<file path="src/rtl/static_memory_expansion_port_consts.svh">
// constants of the static memory expansion port
`ifndef STATIC_MEMORY_EXPANSION_PORT_CONSTS_SVH
`define STATIC_MEMORY_EXPANSION_PORT_CONSTS_SVH
`define ADDR_W 28
`define DATA_W 32
`define CS_W 6
`define WAIT_W 4
`define BURST_W 3
`define BURST_MIN 3'h2
`define BURST_MAX 3'h4
`define CLOCK_DIV 1'h1
`endif

</file>
<file path="src/rtl/static_memory_expansion_port_pkg.sv">
// types of the static memory expansion port
package static_memory_expansion_port_pkg;
    typedef enum logic [1:0] {
        size_byte,
        size_half,
        size_word
    } size_e;
    typedef struct packed {
        logic [27:0] address;
        logic [31:0] wdata;
        logic [5:0] select;
        size_e size;
        logic write;
        logic [2:0] beats;
        logic [3:0] waits;
    } request_s;
    typedef struct packed {
        logic [27:0] address;
        logic [31:0] wdata;
        logic [5:0] chip_select_n;
        logic word;
        logic half;
        logic write;
        logic write_strobe_n;
        logic output_enable_n;
    } bus_s;
endpackage

</file>
<file path="src/rtl/ready_sampler.sv">
// falling-edge sampler of the expansion ready input
`timescale 1ns/1ps
`include "static_memory_expansion_port_consts.svh"
module ready_sampler (
    input wire logic clock,
    input wire logic reset,
    input wire logic expansion_clock,
    input wire logic expansion_ready,
    output logic ready_seen,
    output logic fall_pulse
);
    // ----------------------------------------
    // edge detect on the sampled expansion clock
    // ----------------------------------------
    logic clk_d_r, clk_d_nxt;
    logic seen_r, seen_nxt;
    logic fall_r, fall_nxt;
    always_comb begin
        clk_d_nxt = expansion_clock;
        fall_nxt = clk_d_r & ~expansion_clock;
        // ready is held as sampled at the falling edge before the transfer
        seen_nxt = (clk_d_r & ~expansion_clock) ? expansion_ready : seen_r; // RULE2
    end
    always_ff @(posedge clock) begin
        if (reset) begin
            clk_d_r <= 1'b0;
            seen_r <= 1'b1;
            fall_r <= 1'b0;
        end else begin
            clk_d_r <= clk_d_nxt;
            seen_r <= seen_nxt;
            fall_r <= fall_nxt;
        end
    end
    assign ready_seen = seen_r;
    assign fall_pulse = fall_r;
endmodule

</file>
<file path="src/rtl/static_memory_expansion_port.sv">
// static memory and expansion cycle sequencer
// What this block does
// RULE1 - stretch cycles only by whole clocks, from wait count or low ready
// RULE2 - sample ready at the falling expansion clock edge before transfer
// RULE3 - ready low postpones transfer one period, then samples again
// RULE4 - burst length programmable from two to four cycles
// RULE5 - burst never over four beats; zero waits gives one clock per beat (bursts here are writes only, and every write gets at least one wait)
// RULE6 - zero-wait sequential writes are not used with write strobe memories
// RULE7 - address, data, size selects and direction hold until next cycle
// RULE8 - ready may change anytime; controller samples it internally
// RULE9 - drive word and halfword size select outputs
// RULE10 - expansion device drives ready to finish the transfer
// RULE11 - programmed waits first, then ready extensions, then transfer
`timescale 1ns/1ps
`include "static_memory_expansion_port_consts.svh"
module static_memory_expansion_port (
    input wire logic clock,
    input wire logic reset,
    input wire logic expansion_ready,
    input static_memory_expansion_port_pkg::request_s request,
    input wire logic request_valid,
    input wire logic [`DATA_W-1:0] read_data_in,
    output logic request_ready,
    output logic expansion_clock,
    output static_memory_expansion_port_pkg::bus_s bus,
    output logic data_out_enable,
    output logic [`DATA_W-1:0] read_data,
    output logic read_valid,
    output logic beat_done
);
    // ----------------------------------------
    // expansion clock, one block clock per phase
    // ----------------------------------------
    logic xclk_r;
    logic xclk_nxt;
    logic ready_seen;
    logic fall_pulse;
    always_comb begin
        xclk_nxt = ~xclk_r;
    end
    always_ff @(posedge clock) begin
        if (reset) begin
            xclk_r <= 1'b0;
        end else begin
            xclk_r <= xclk_nxt;
        end
    end

    // ready is asynchronous to us, so it only enters through the sampler
    ready_sampler ready_sampler_inst (
        .clock(clock),
        .reset(reset),
        .expansion_clock(xclk_r),
        .expansion_ready(expansion_ready), // RULE8
        .ready_seen(ready_seen),
        .fall_pulse(fall_pulse)
    );

    // ----------------------------------------
    // cycle sequencer
    // ----------------------------------------
    typedef enum logic [1:0] {idle, waiting, readying, finish} state_e;
    state_e state_r;
    state_e state_nxt;
    static_memory_expansion_port_pkg::bus_s bus_r;
    static_memory_expansion_port_pkg::bus_s bus_nxt;
    logic [`WAIT_W-1:0] wait_r;
    logic [`WAIT_W-1:0] wait_nxt;
    logic [`WAIT_W-1:0] wait_load_r;
    logic [`WAIT_W-1:0] wait_load_nxt;
    logic [`BURST_W-1:0] beats_r;
    logic [`BURST_W-1:0] beats_nxt;
    logic oe_r;
    logic oe_nxt;
    logic rv_r;
    logic rv_nxt;
    logic done_r;
    logic done_nxt;
    logic req_rdy_r;
    logic req_rdy_nxt;
    logic [`DATA_W-1:0] rd_r;
    logic [`DATA_W-1:0] rd_nxt;
    logic [`BURST_W-1:0] req_beats;
    logic fall_edge;

    // xclk_nxt is always the inverse, so this marks the high phase before a fall
    assign fall_edge = xclk_r & ~xclk_nxt;

    // ----------------------------------------
    // beat count of the request
    // ----------------------------------------
    always_comb begin
        // write beat count clamped into the legal range; reads forced to one beat
        req_beats = request.beats;
        if (request.beats < `BURST_MIN) begin
            req_beats = `BURST_MIN; // RULE4
        end
        if (request.beats > `BURST_MAX) begin
            req_beats = `BURST_MAX; // RULE5
        end
        if (!request.write) begin
            req_beats = 3'h1;
        end
    end

    // ----------------------------------------
    // next state and bus values
    // ----------------------------------------
    always_comb begin
        state_nxt = state_r;
        bus_nxt = bus_r;
        wait_nxt = wait_r;
        wait_load_nxt = wait_load_r;
        beats_nxt = beats_r;
        oe_nxt = oe_r;
        rv_nxt = 1'b0;
        done_nxt = 1'b0;
        rd_nxt = rd_r;
        req_rdy_nxt = 1'b0;
        unique case (state_r)
            idle: begin
                // taken only in the high phase, so every cycle starts on a fall
                if (request_valid && fall_edge) begin
                    req_rdy_nxt = 1'b1;
                    bus_nxt.address = request.address;
                    bus_nxt.wdata = request.wdata;
                    bus_nxt.chip_select_n = ~request.select;
                    bus_nxt.word = request.size == static_memory_expansion_port_pkg::size_word; // RULE9
                    bus_nxt.half = request.size == static_memory_expansion_port_pkg::size_half; // RULE9
                    bus_nxt.write = request.write;
                    // a write strobe needs one wait, so zero-wait writes get one
                    wait_load_nxt = (request.write && request.waits == 4'h0) ?
                        4'h1 : request.waits; // RULE6
                    wait_nxt = wait_load_nxt;
                    beats_nxt = req_beats;
                    oe_nxt = request.write;
                    bus_nxt.write_strobe_n = ~request.write;
                    bus_nxt.output_enable_n = request.write;
                    state_nxt = waiting;
                end
            end
            waiting: begin
                if (fall_edge) begin
                    if (wait_r != 4'h0) begin
                        wait_nxt = wait_r - 4'h1; // RULE1 RULE11
                    end else begin
                        state_nxt = readying;
                    end
                end
            end
            readying: begin
                // ready low adds one whole period and is looked at again
                if (fall_pulse) begin
                    if (ready_seen) begin // RULE3 RULE10 RULE11
                        state_nxt = finish;
                    end
                end
            end
            finish: begin
                done_nxt = 1'b1;
                if (!bus_r.write) begin
                    rd_nxt = read_data_in;
                    rv_nxt = 1'b1;
                end
                // the forced write wait keeps bursts slower than one clock per beat
                if (beats_r > 3'h1) begin
                    beats_nxt = beats_r - 3'h1; // RULE5
                    bus_nxt.address = bus_r.address + 28'h4;
                    wait_nxt = wait_load_r;
                    state_nxt = waiting;
                end else begin
                    // strobes end but address, data, sizes, direction stay
                    bus_nxt.chip_select_n = 6'h3F; // RULE7
                    bus_nxt.write_strobe_n = 1'b1;
                    bus_nxt.output_enable_n = 1'b1;
                    oe_nxt = 1'b0;
                    state_nxt = idle;
                end
            end
        endcase
    end

    // ----------------------------------------
    // sequencer registers
    // ----------------------------------------
    always_ff @(posedge clock) begin
        if (reset) begin
            state_r <= idle;
            bus_r <= '{address: 28'h0, wdata: 32'h0, chip_select_n: 6'h3F, word: 1'b0,
                half: 1'b0, write: 1'b0, write_strobe_n: 1'b1, output_enable_n: 1'b1};
            wait_r <= 4'h0;
            wait_load_r <= 4'h0;
            beats_r <= 3'h0;
            oe_r <= 1'b0;
            rv_r <= 1'b0;
            done_r <= 1'b0;
            rd_r <= 32'h0;
            req_rdy_r <= 1'b0;
        end else begin
            state_r <= state_nxt;
            bus_r <= bus_nxt;
            wait_r <= wait_nxt;
            wait_load_r <= wait_load_nxt;
            beats_r <= beats_nxt;
            oe_r <= oe_nxt;
            rv_r <= rv_nxt;
            done_r <= done_nxt;
            rd_r <= rd_nxt;
            req_rdy_r <= req_rdy_nxt;
        end
    end

    // ----------------------------------------
    // outputs, each straight from a register
    // ----------------------------------------
    assign expansion_clock = xclk_r;
    assign bus = bus_r;
    assign data_out_enable = oe_r;
    assign read_data = rd_r;
    assign read_valid = rv_r;
    assign beat_done = done_r;
    assign request_ready = req_rdy_r;
endmodule

</file>
<file path="config.mk">
export PLATFORM = sky130hd
export DESIGN_NAME = static_memory_expansion_port
export DESIGN_NICKNAME = d
export VERILOG_FILES = /design/src/rtl/static_memory_expansion_port_pkg.sv /design/src/rtl/ready_sampler.sv /design/src/rtl/static_memory_expansion_port.sv
export VERILOG_INCLUDE_DIRS = /design/src /design/src/rtl
export SDC_FILE = /design/constraint.sdc
export NUM_CORES = 1
export LEC_CHECK = 0
export ABC_CLOCK_PERIOD_IN_PS = 2430
export BUFFER_PORTS_ARGS = -buffer_cell sky130_fd_sc_hd__buf_2
export CAP_MARGIN = 25
export CORE_MARGIN = 10
export CORE_UTILIZATION = 42
export DETAILED_ROUTE_END_ITERATION = 10
export PLACE_DENSITY_LB_ADDON = 0.08
export SLEW_MARGIN = 20
export SYNTH_ARGS = -nofsm -noshare
export SYNTH_HDL_FRONTEND = slang
export SYNTH_SLANG_ARGS = --single-unit
export TNS_END_PERCENT = 1
</file>
<file path="constraint.sdc">
create_clock -name clock -period 2.43 [get_ports clock]
set_clock_uncertainty 0.05 [all_clocks]
set_input_delay 0 -clock clock [delete_from_list [all_inputs] [get_ports clock]]
set_output_delay 0 -clock clock [all_outputs]
set_load 0.02 [all_outputs]
</file>
Word-level counts from Yosys, hierarchy flattened
Index checks and enable logic that the tools add are counted.
- register bits after elaboration: 124
- muxes and demuxes: 32
- bitwise operators: 7
- eq/ne operators: 13
- magnitude comparators: 3
- reductions and logical operators: 15
- $add $sub $neg: 3
- operators by type and width (kind ; number):
    two-way mux 71 bit ; 1
    case mux 28 bit (2 select lines) ; 1
    adder 28 x 3 -> 28 bit, second input constant ; 1
    two-way mux 28 bit ; 1
    two-way mux 4 bit ; 5
    two-way mux 3 bit ; 5
    two-way mux 2 bit ; 6
    != test 2 bit, second input constant ; 6
    case mux 4 bit (3 select lines) ; 1
    case mux 6 bit (2 select lines) ; 1
    AND reduction 5 bit ; 2
    case mux 2 bit (4 select lines) ; 1
    == test 2 bit, second input constant ; 3
    two-way mux 1 bit ; 6
    two-way mux 6 bit ; 1
    NOT 6 bit ; 1
    case mux 3 bit (2 select lines) ; 1
    AND reduction 3 bit ; 2
    NOT 1 bit ; 5
    == test 2 x 1 -> 1 bit, second input constant ; 2
    zero test 4 bit ; 1
    != test 2 x 1 -> 1 bit, second input constant ; 2
    case mux 2 bit (2 select lines) ; 1
    AND reduction 2 bit ; 2
    other kinds (13) ; 15

Logic depth before layout (Yosys ltp)
Gate-level depths: netlist (run 1).
- depth in word-level cells: 6
- mapped depth: 9
- gate-level depth less buffers: 7

Cells and area by module
From an unflattened synthesis (run 1), not the netlist that was laid out.
- cells, all modules: 704
- area, all modules: 5536.6 um^2
- modules (own cells, without submodules) (module ; times used ; area an instance (um^2) ; cells each):
    static_memory_expansion_port ; 1 ; 5432.7 ; 695
    ready_sampler ; 1 ; 103.8 ; 9

Worst setup path after synthesis (run 1)
No wires, ideal clock.
- path kind: reg2reg
- start point: register bus_r (netlist bit bus[46])
- end point: register bus_r (netlist bit bus[69])
- stages on the path, launching flop included: 7
- data required time: 2.312 ns
- buffers on the path: 0
- arrival time: 1.992 ns
- slack: 0.320 ns
- path through: dfxtp_1 > ha_1 > nand4_1 > nor4_4 > nand4_1 > o311a_1 > o21ai_2
- longest elaborated chain between the ends: 3
- ends and longest elaborated chain (what ; RTL line ; source):
    start, declared ; static_memory_expansion_port.sv:65 ; static_memory_expansion_port_pkg::bus_s bus_r;
    start signal, assigned ; static_memory_expansion_port.sv:189 ; bus_r <= '{address: 28'h0, wdata: 32'h0, chip_select_n: 6'h3F, word: 1'b0,
    start signal, assigned ; static_memory_expansion_port.sv:201 ; bus_r <= bus_nxt;
    adder 28 x 3 -> 28 bit ; static_memory_expansion_port.sv:168 ; bus_nxt.address = bus_r.address + 28'h4;
    two-way mux 28 bit ; static_memory_expansion_port.sv:166 ; if (beats_r > 3'h1) begin
    case mux 28 bit (2 select lines) ; static_memory_expansion_port.sv:120 ; unique case (state_r)
Every way passes these cells. The select of a mux whose other input is x is not followed.
A chain may end at the register's enable or synchronous reset.

Worst setup path after layout (run 1)
- start point: register state_r[0]
- end point: register bus_r (netlist bit bus[3])
- longest elaborated chain between the ends: 2
- ends and longest elaborated chain (what ; RTL line ; source):
    start, declared ; static_memory_expansion_port.sv:63 ; state_e state_r;
    start signal, assigned ; static_memory_expansion_port.sv:188 ; state_r <= idle;
    start signal, assigned ; static_memory_expansion_port.sv:200 ; state_r <= state_nxt;
    zero test 2 bit ; static_memory_expansion_port.sv:120 ;
    AND reduction 2 bit (no line) ; n/a ;
Every way passes these cells.

==> results by group, run 1 <==
Status
  • Status: finished, final reports clean

Place
  • Routability-driven placement congestion ratio: 0.8174
  • Port bufs: 219
  • Final HPWL DP: 13250 µm
  • Worst slack, placed: 0.2387 ns

STA
  • Final Cycle Share: 92.25%
  • RSZ-0062 raised after global routing: no
  • Min Tclk post-route: 2.242 ns
  • Final Hold Fails: 0
  • Final setup fails: 0
  • Setup WS post-layout: 0.1884 ns
  • Max transition margin: 62.79%
  • Total negative slack: 0 ns
  • Max-slew violations: 0
  • Slew @ Worst Pin: 0.5581 ns
  • Fmax: 0.4461 GHz

Synthesis
  • Synth warnings: 0
  • Yosys top cell by area: dfxtp_1
  • Number of synthesized flops with an enable pin: 0
  • Seq/Total Area, Yosys: 45.25%
  • Synth Net Count: 820
  • Syn avg cell area: 7.872 µm²
  • FF+latch count, synth: 124
  • Synthesized cell area: 5487 µm²
  • Most common cell in the netlist: nand2_1
  • Async set-reset flop share out of synthesis: 0%
  • Dominant synthesized flop cell: dfxtp_1
  • Post-synth top area share: 45.25%
  • Post-synthesis cell count: 697
  • Synth cell types: 62
  • Post-synth top cells: nand2_1, dfxtp_1, a21oi_1
  • Top post-synthesis cells by area: dfxtp_1, nand2_1, a21oi_1

Drt
  • Antenna-violating nets left: 0
  • DRT iter0 DRCs: 419
  • Routed vias: 6292
  • Final WL: 19790 µm
  • # DRC: 0
  • DRT Pass-1 Iters: 5
  • Drt wl/cell: 16.50 µm
  • Vias per std cell: 5.248

Power and ir drop
  • PwrDens: 732.1 nW/µm²
  • Worst VDD drop: 629.1 µV
  • Leak: 3.635 nW
  • Total power: 0.006176 W

Clock network
  • H-tree lvl count: 4
  • Clock-pin slew on the worst setup and hold paths: 0.05 ns
  • CTS Buf Count: 17
  • Clock Latency Late Sink: 0.42 ns
  • TritonCTS clock tree: built
  • Post-CTS resize count: 0
  • Clock sink total: 124
  • CTS Buffer Depth: 2
  • CTS root buf: clkbuf_16

Global route
  • Largest net degree at the start of global routing: 79
  • Vias in the first global route: 6270
  • GRT Util Overall: 21.21%
  • Initial antenna violation count: 2
  • Grt ovf: 0
  • First-pass GRT wire length: 31190 µm

Worst setup path
  • Worst path max stage delay: 0.57 ns
  • Arrival time worst endpoint: 2.54 ns
  • Worst EP required: 2.73 ns
  • Worst Setup Start Kind: flop
  • Crit-path max FO: 40
  • Delay-heaviest family, CP: buffers and inverters
  • Worst-path cell chain: inv_1, ha_1, and3_1, buf_4, nand3b_1, dlygate4sd3_1, a21oi_1
  • Worst path bufs/invs: 3
  • Endpoint kind of the worst setup timing path: flop
  • Crit-path slowest cell: dlygate4sd3_1
  • Critical path class: flop to flop

Worst hold path
  • Hold Crit Class: input port to flop

Die
  • Horiz. Die Dim: 134.3 µm
  • Die Height: 134.3 µm
  • I/O pin total: 220
  • Initial Utilization: 43.13%
  • Core Area: 12720 µm²
  • Die Area: 18040 µm²
  • Placement Rows: 41

Final layout
  • Share of layout cells above drive strength 1: 26.83%
  • Fin nets: 1137
  • Area Overhead vs Synth: 53.75%
  • Post-layout util: 66.31%

Job
  • Max-cap viol count: 0
## report_power, final
part,internal (W),leakage (nW),switching [W]
logic,0.000608,2.35,0.000811
registers,0.00220,1.01,0.000124
clock network,0.00157,0.281,0.000862
## cells in the final DEF (no fill, tap or decap), types with 4 or more instances in the layout
cell,n
a211o_1,9
a211oi_1,10
a21o_1,4
a21oi_1,94
a221oi_1,5
a22o_1,4
a22oi_1,7
a32o_1,5
and2_1,8
and3_1,5
buf_2,218
buf_4,19
clkbuf_16,17
clkinv_2,5
dfxtp_1,124
dlygate4sd3_1,109
ha_1,11
inv_1,16
mux2i_1,5
nand2_1,175
nand2b_1,4
nand3_1,12
nand4_1,8
nor2_1,49
nor2b_1,4
nor3_1,8
nor4_1,5
o21ai_0,6
o21ai_1,13
## area by class of cell
| class | count | area, µm² |
|---|---|---|
| Tap cell | 172 | 215.2 |
| Timing Repair Buffer | 347 | 2345 |
| Antenna cell | 2 | 5.005 |
| Fill cell | 1128 | 4287 |
| Sequential cell | 124 | 2482 |
| Clock buffer | 22 | 474.2 |
| Clock inverter | 8 | 92.59 |
| Inverter | 17 | 63.81 |
| Multi-Input combinational cell | 507 | 2758 |
## metrics by stage
step / instances / hold slack [ns] / instance area [µm²]
after floorplan: 697 / 0.06260 / 5487
after global placement: 1058 / 0.1536 / 6773
after detailed placement: 1058 / 0.1604 / 6773
after CTS: 1197 / 0.005636 / 8431
after global routing: 1199 / 0.03421 / 8436
final: 1199 / 0.02496 / 8436
## sequential cells by signal (all words and copies together), names as in the netlist, 2 cells and up
name,cells
wait_r,4
bus,71
state_r,2
beats_r,3
read_data,32
wait_load_r,4
## timing repair
action,in CTS,in global routing
hold buffers,109,0
endpoints found under the hold margin,111,0
setup buffers,0,0
## routing by layer
layer  global-route usage, %  share of wire (%)  vias to the layer above
li1                        -                  -                     3075
met1                   22.97                 40                     2946
met2                   36.88                 51                      228
met3                   6.945                6.8                       43
met4                   9.371                3.1                        0
met5                       0                  0                        -
## path summary, 6_finish.rpt
kind	start	end	slack [ns]	cells after the start
worst max-delay path	state_r[0]	bus[3]	0.19	7
worst min-delay path	request[4]	beats_r[0]	0.02	5
worst max register to register	state_r[0]	bus[3]	0.19	7
worst min register to register	bus[23]	bus[23]	0.40	2
## cell families after synthesis
family                     Yosys count  synth area share (%)
adders and majority gates           11                 2.509
xor gates and xnor gates             2                0.3193
AOI/OAI and AO/OA                  191                 22.17
and+or+nand+nor                    298                 24.22
buffers and inverters               66                 4.629
DFF                                124                 45.25
muxes                                5                0.9122
## worst register-to-register path: cells and delay by family (launching register included)
kind	cells	cell delay, ns
buf+inv	3	1.08
flops	1	0.34
simple gates	2	0.31
fa+ha+maj	1	0.26
compound gates	1	0.13
Note: power is estimated with default switching activity, not from simulation.
==> run 2, diff against run 1 <==
--- a/config.mk
+++ b/config.mk
@@ -11,5 +11,5 @@
 export CAP_MARGIN = 25
 export CORE_MARGIN = 10
-export CORE_UTILIZATION = 42
+export CORE_UTILIZATION = 49
 export DETAILED_ROUTE_END_ITERATION = 10
 export PLACE_DENSITY_LB_ADDON = 0.08
==> constraint.sdc (replaced) <==
create_clock -name clock -period 2.43 [get_ports clock]
set_clock_uncertainty 0.05 [all_clocks]
set_input_delay 0.3645 -clock clock [delete_from_list [all_inputs] [get_ports clock]]
set_output_delay 0.3645 -clock clock [all_outputs]
set_load 0.02 [all_outputs]
==> results by group, run 2 (synthesized netlist as in run 1, its figures left out) <==
Power and ir drop
  • Worst VDD drop: 582.5 µV (was 629.1 µV)
  • Leak: 3.225 nW (was 3.635 nW)
  • PwrDens: 802.9 nW/µm² (was 732.1 nW/µm²)
  • Total power: 0.005975 W (was 0.006176 W)

Worst hold path
  • Hold Crit Class: input port to flop (unchanged)
  • Worst hold path cell count: 3 (was 5)

Worst setup path
  • Worst-path cell chain: ha_1, nand4_1, nor4_4, nand4_1, o311a_1, o21ai_2 (was inv_1, ha_1, and3_1, buf_4, nand3b_1, dlygate4sd3_1, a21oi_1)
  • Endpoint kind of the worst setup timing path: flop (unchanged)
  • Worst Setup Start Kind: flop (unchanged)
  • Worst path bufs/invs: 0 (was 3)
  • Worst R2R Path Depth: 6 (was 7)
  • Crit-path max FO: 7 (was 40)
  • Worst EP required: 2.85 ns (was 2.73 ns)
  • Worst path max stage delay: 0.48 ns (was 0.57 ns)
  • Worst path depth: 6 (was 7)
  • Crit-path most repeated cell: nand4_1
  • Delay-heaviest family, CP: simple AND/OR/NAND/NOR gates (was buffers and inverters)
  • Arrival time worst endpoint: 2.64 ns (was 2.54 ns)
  • Critical path class: flop to flop (unchanged)
  • Crit-path slowest cell: nor4_4 (was dlygate4sd3_1)

Clock network
  • Clock-pin slew on the worst setup and hold paths: 0.06 ns (was 0.05 ns)
  • Post-CTS Setup Bufs: 0 (unchanged)
  • CTS Buffer Depth: 2 (unchanged)
  • H-tree lvl count: 4 (unchanged)
  • CTS Buf Count: 17 (unchanged)
  • CTS root buf: clkbuf_8 (was clkbuf_16)
  • Clock Latency Late Sink: 0.53 ns (was 0.42 ns)
  • Clock sink total: 124 (unchanged)
  • TritonCTS clock tree: built (unchanged)

Final layout
  • Finished Cell Area: 7442 µm² (was 8436 µm²)
  • ANT cells: 0 (was 2)
  • Share of layout cells above drive strength 1: 29.75% (was 26.83%)
  • Fillers: 921 (was 1128)
  • Most frequent cells in the layout: buf_2, nand2_1, dfxtp_1 (unchanged)
  • Area Overhead vs Synth: 35.64% (was 53.75%)
  • Commonest non-fill, non-tap cell in the layout: buf_2 (unchanged)
  • Fin nets: 1041 (was 1137)
  • Max FFs per register: 71 (unchanged)

Place
  • Port bufs: 219 (unchanged)
  • Post-place instance area: 6730 µm² (was 6773 µm²)
  • Final HPWL DP: 12750 µm (was 13250 µm)
  • Routability-driven placement congestion ratio: 0.9084 (was 0.8174)

Global route
  • First-pass GRT wire length: 28390 µm (was 31190 µm)
  • Grt ovf: 0 (unchanged)
  • Initial antenna violation count: 0 (was 2)
  • GRT Util Overall: 21.50% (was 21.21%)
  • Vias in the first global route: 5717 (was 6270)
  • Largest net degree at the start of global routing: 73 (was 79)

Drt
  • Vias per std cell: 5.503 (was 5.248)
  • DRT Pass-1 Iters: 5 (unchanged)
  • Final WL: 17770 µm (was 19790 µm)
  • # DRC: 0 (unchanged)
  • Routed vias: 5894 (was 6292)
  • DRT iter0 DRCs: 633 (was 419)
  • Antenna-violating nets left: 0 (unchanged)
  • Drt wl/cell: 16.59 µm (was 16.50 µm)

STA
  • Final Cycle Share: 91.45% (was 92.25%)
  • Min Tclk post-route: 2.222 ns (was 2.242 ns)
  • Fmax: 0.4500 GHz (was 0.4461 GHz)
  • Max-slew violations: 0 (unchanged)
  • Max transition margin: 64.45% (was 62.79%)
  • Final hold slack: 0.01942 ns (was 0.02496 ns)
  • Total negative slack: 0 ns (unchanged)
  • RSZ-0062 raised after global routing: no (unchanged)
  • Slew @ Worst Pin: 0.5333 ns (was 0.5581 ns)
  • Final setup fails: 0 (unchanged)
  • Final Hold Fails: 0 (unchanged)

Die
  • I/O pin total: 220 (unchanged)
  • Initial Utilization: 50.39% (was 43.13%)
  • Horiz. Die Dim: 125.8 µm (was 134.3 µm)
  • Placement Rows: 38 (was 41)
  • Die Height: 125.8 µm (was 134.3 µm)
  • Core Area: 10890 µm² (was 12720 µm²)
  • Die Area: 15830 µm² (was 18040 µm²)

Status
  • Status: finished, final reports clean (unchanged)

Job
  • Max-cap viol count: 0 (unchanged)
run 2: cell count changes in the layout (fill, tap and decap cells not counted), moves of 2 or more:
cell,previous run,this run
clkinvlp_4,1,3
buf_4,19,16
clkinv_4,0,4
diode_2,2,0
clkinv_2,5,2
inv_6,0,2
dlygate4sd3_1,109,15
run 2: routing by layer:
metal | vias up | global-route usage, % | wire (µm) | part of all wire [%]
li1 | 2876 | - | - | -
met1 | 2716 | 24.12 | 6934 | 39
met2 | 271 | 36.00 | 8847 | 50
met3 | 31 | 8.221 | 1614 | 9.1
met4 | 0 | 8.707 | 371 | 2.1
met5 | - | 0 | 0 | 0
run 2: path summary, 6_finish.rpt:
check	startpoint	end	slack [ns]
worst max register to register	bus[46]	bus[69]	0.21
worst max-delay path	bus[46]	bus[69]	0.21
worst min-delay path	read_data_in[26]	read_data[26]	0.02
worst min register to register	bus[15]	bus[15]	0.40
run 2: final cells by class:
type / instances / area [µm²] / share of cell area [%]
multi-input combinational: 507 / 2759 / 37.07
clock inverter: 12 / 115.1 / 1.547
timing repair buffer: 251 / 1401 / 18.83
tap: 140 / 175.2 / 2.354
sequential: 124 / 2482 / 33.36
clock buffer: 20 / 445.4 / 5.985
inverter: 17 / 63.81 / 0.8574
run 2: power breakdown:
group	internal [W]	switching (W)
Combinational	0.000506	0.000782
Clock	0.00142	0.000945
Sequential	0.00220	0.000122
run 2: repair_timing:
action	CTS	global route
hold buffers	15	0
setup endpoints to repair	0	1
endpoints found under the hold margin	15	0
gates resized for setup	0	1
run 2: stage by stage:
step                worst slack [ns]  instances  util (%)
floorplan                     0.3204        697         -
global placement              0.3327       1024     61.81
detailed placement            0.2080       1024     61.81
CTS                           0.1871       1071     68.34
global route                 0.08335       1071     68.35
finish                        0.2077       1071     68.35
run 2: worst register-to-register path, cell delays in order (launching register included):
cell	delay (ns)
dfxtp_1	0.47
ha_1	0.29
nand4_1	0.23
nor4_4	0.48
nand4_1	0.17
o311a_1	0.37
o21ai_2	0.10
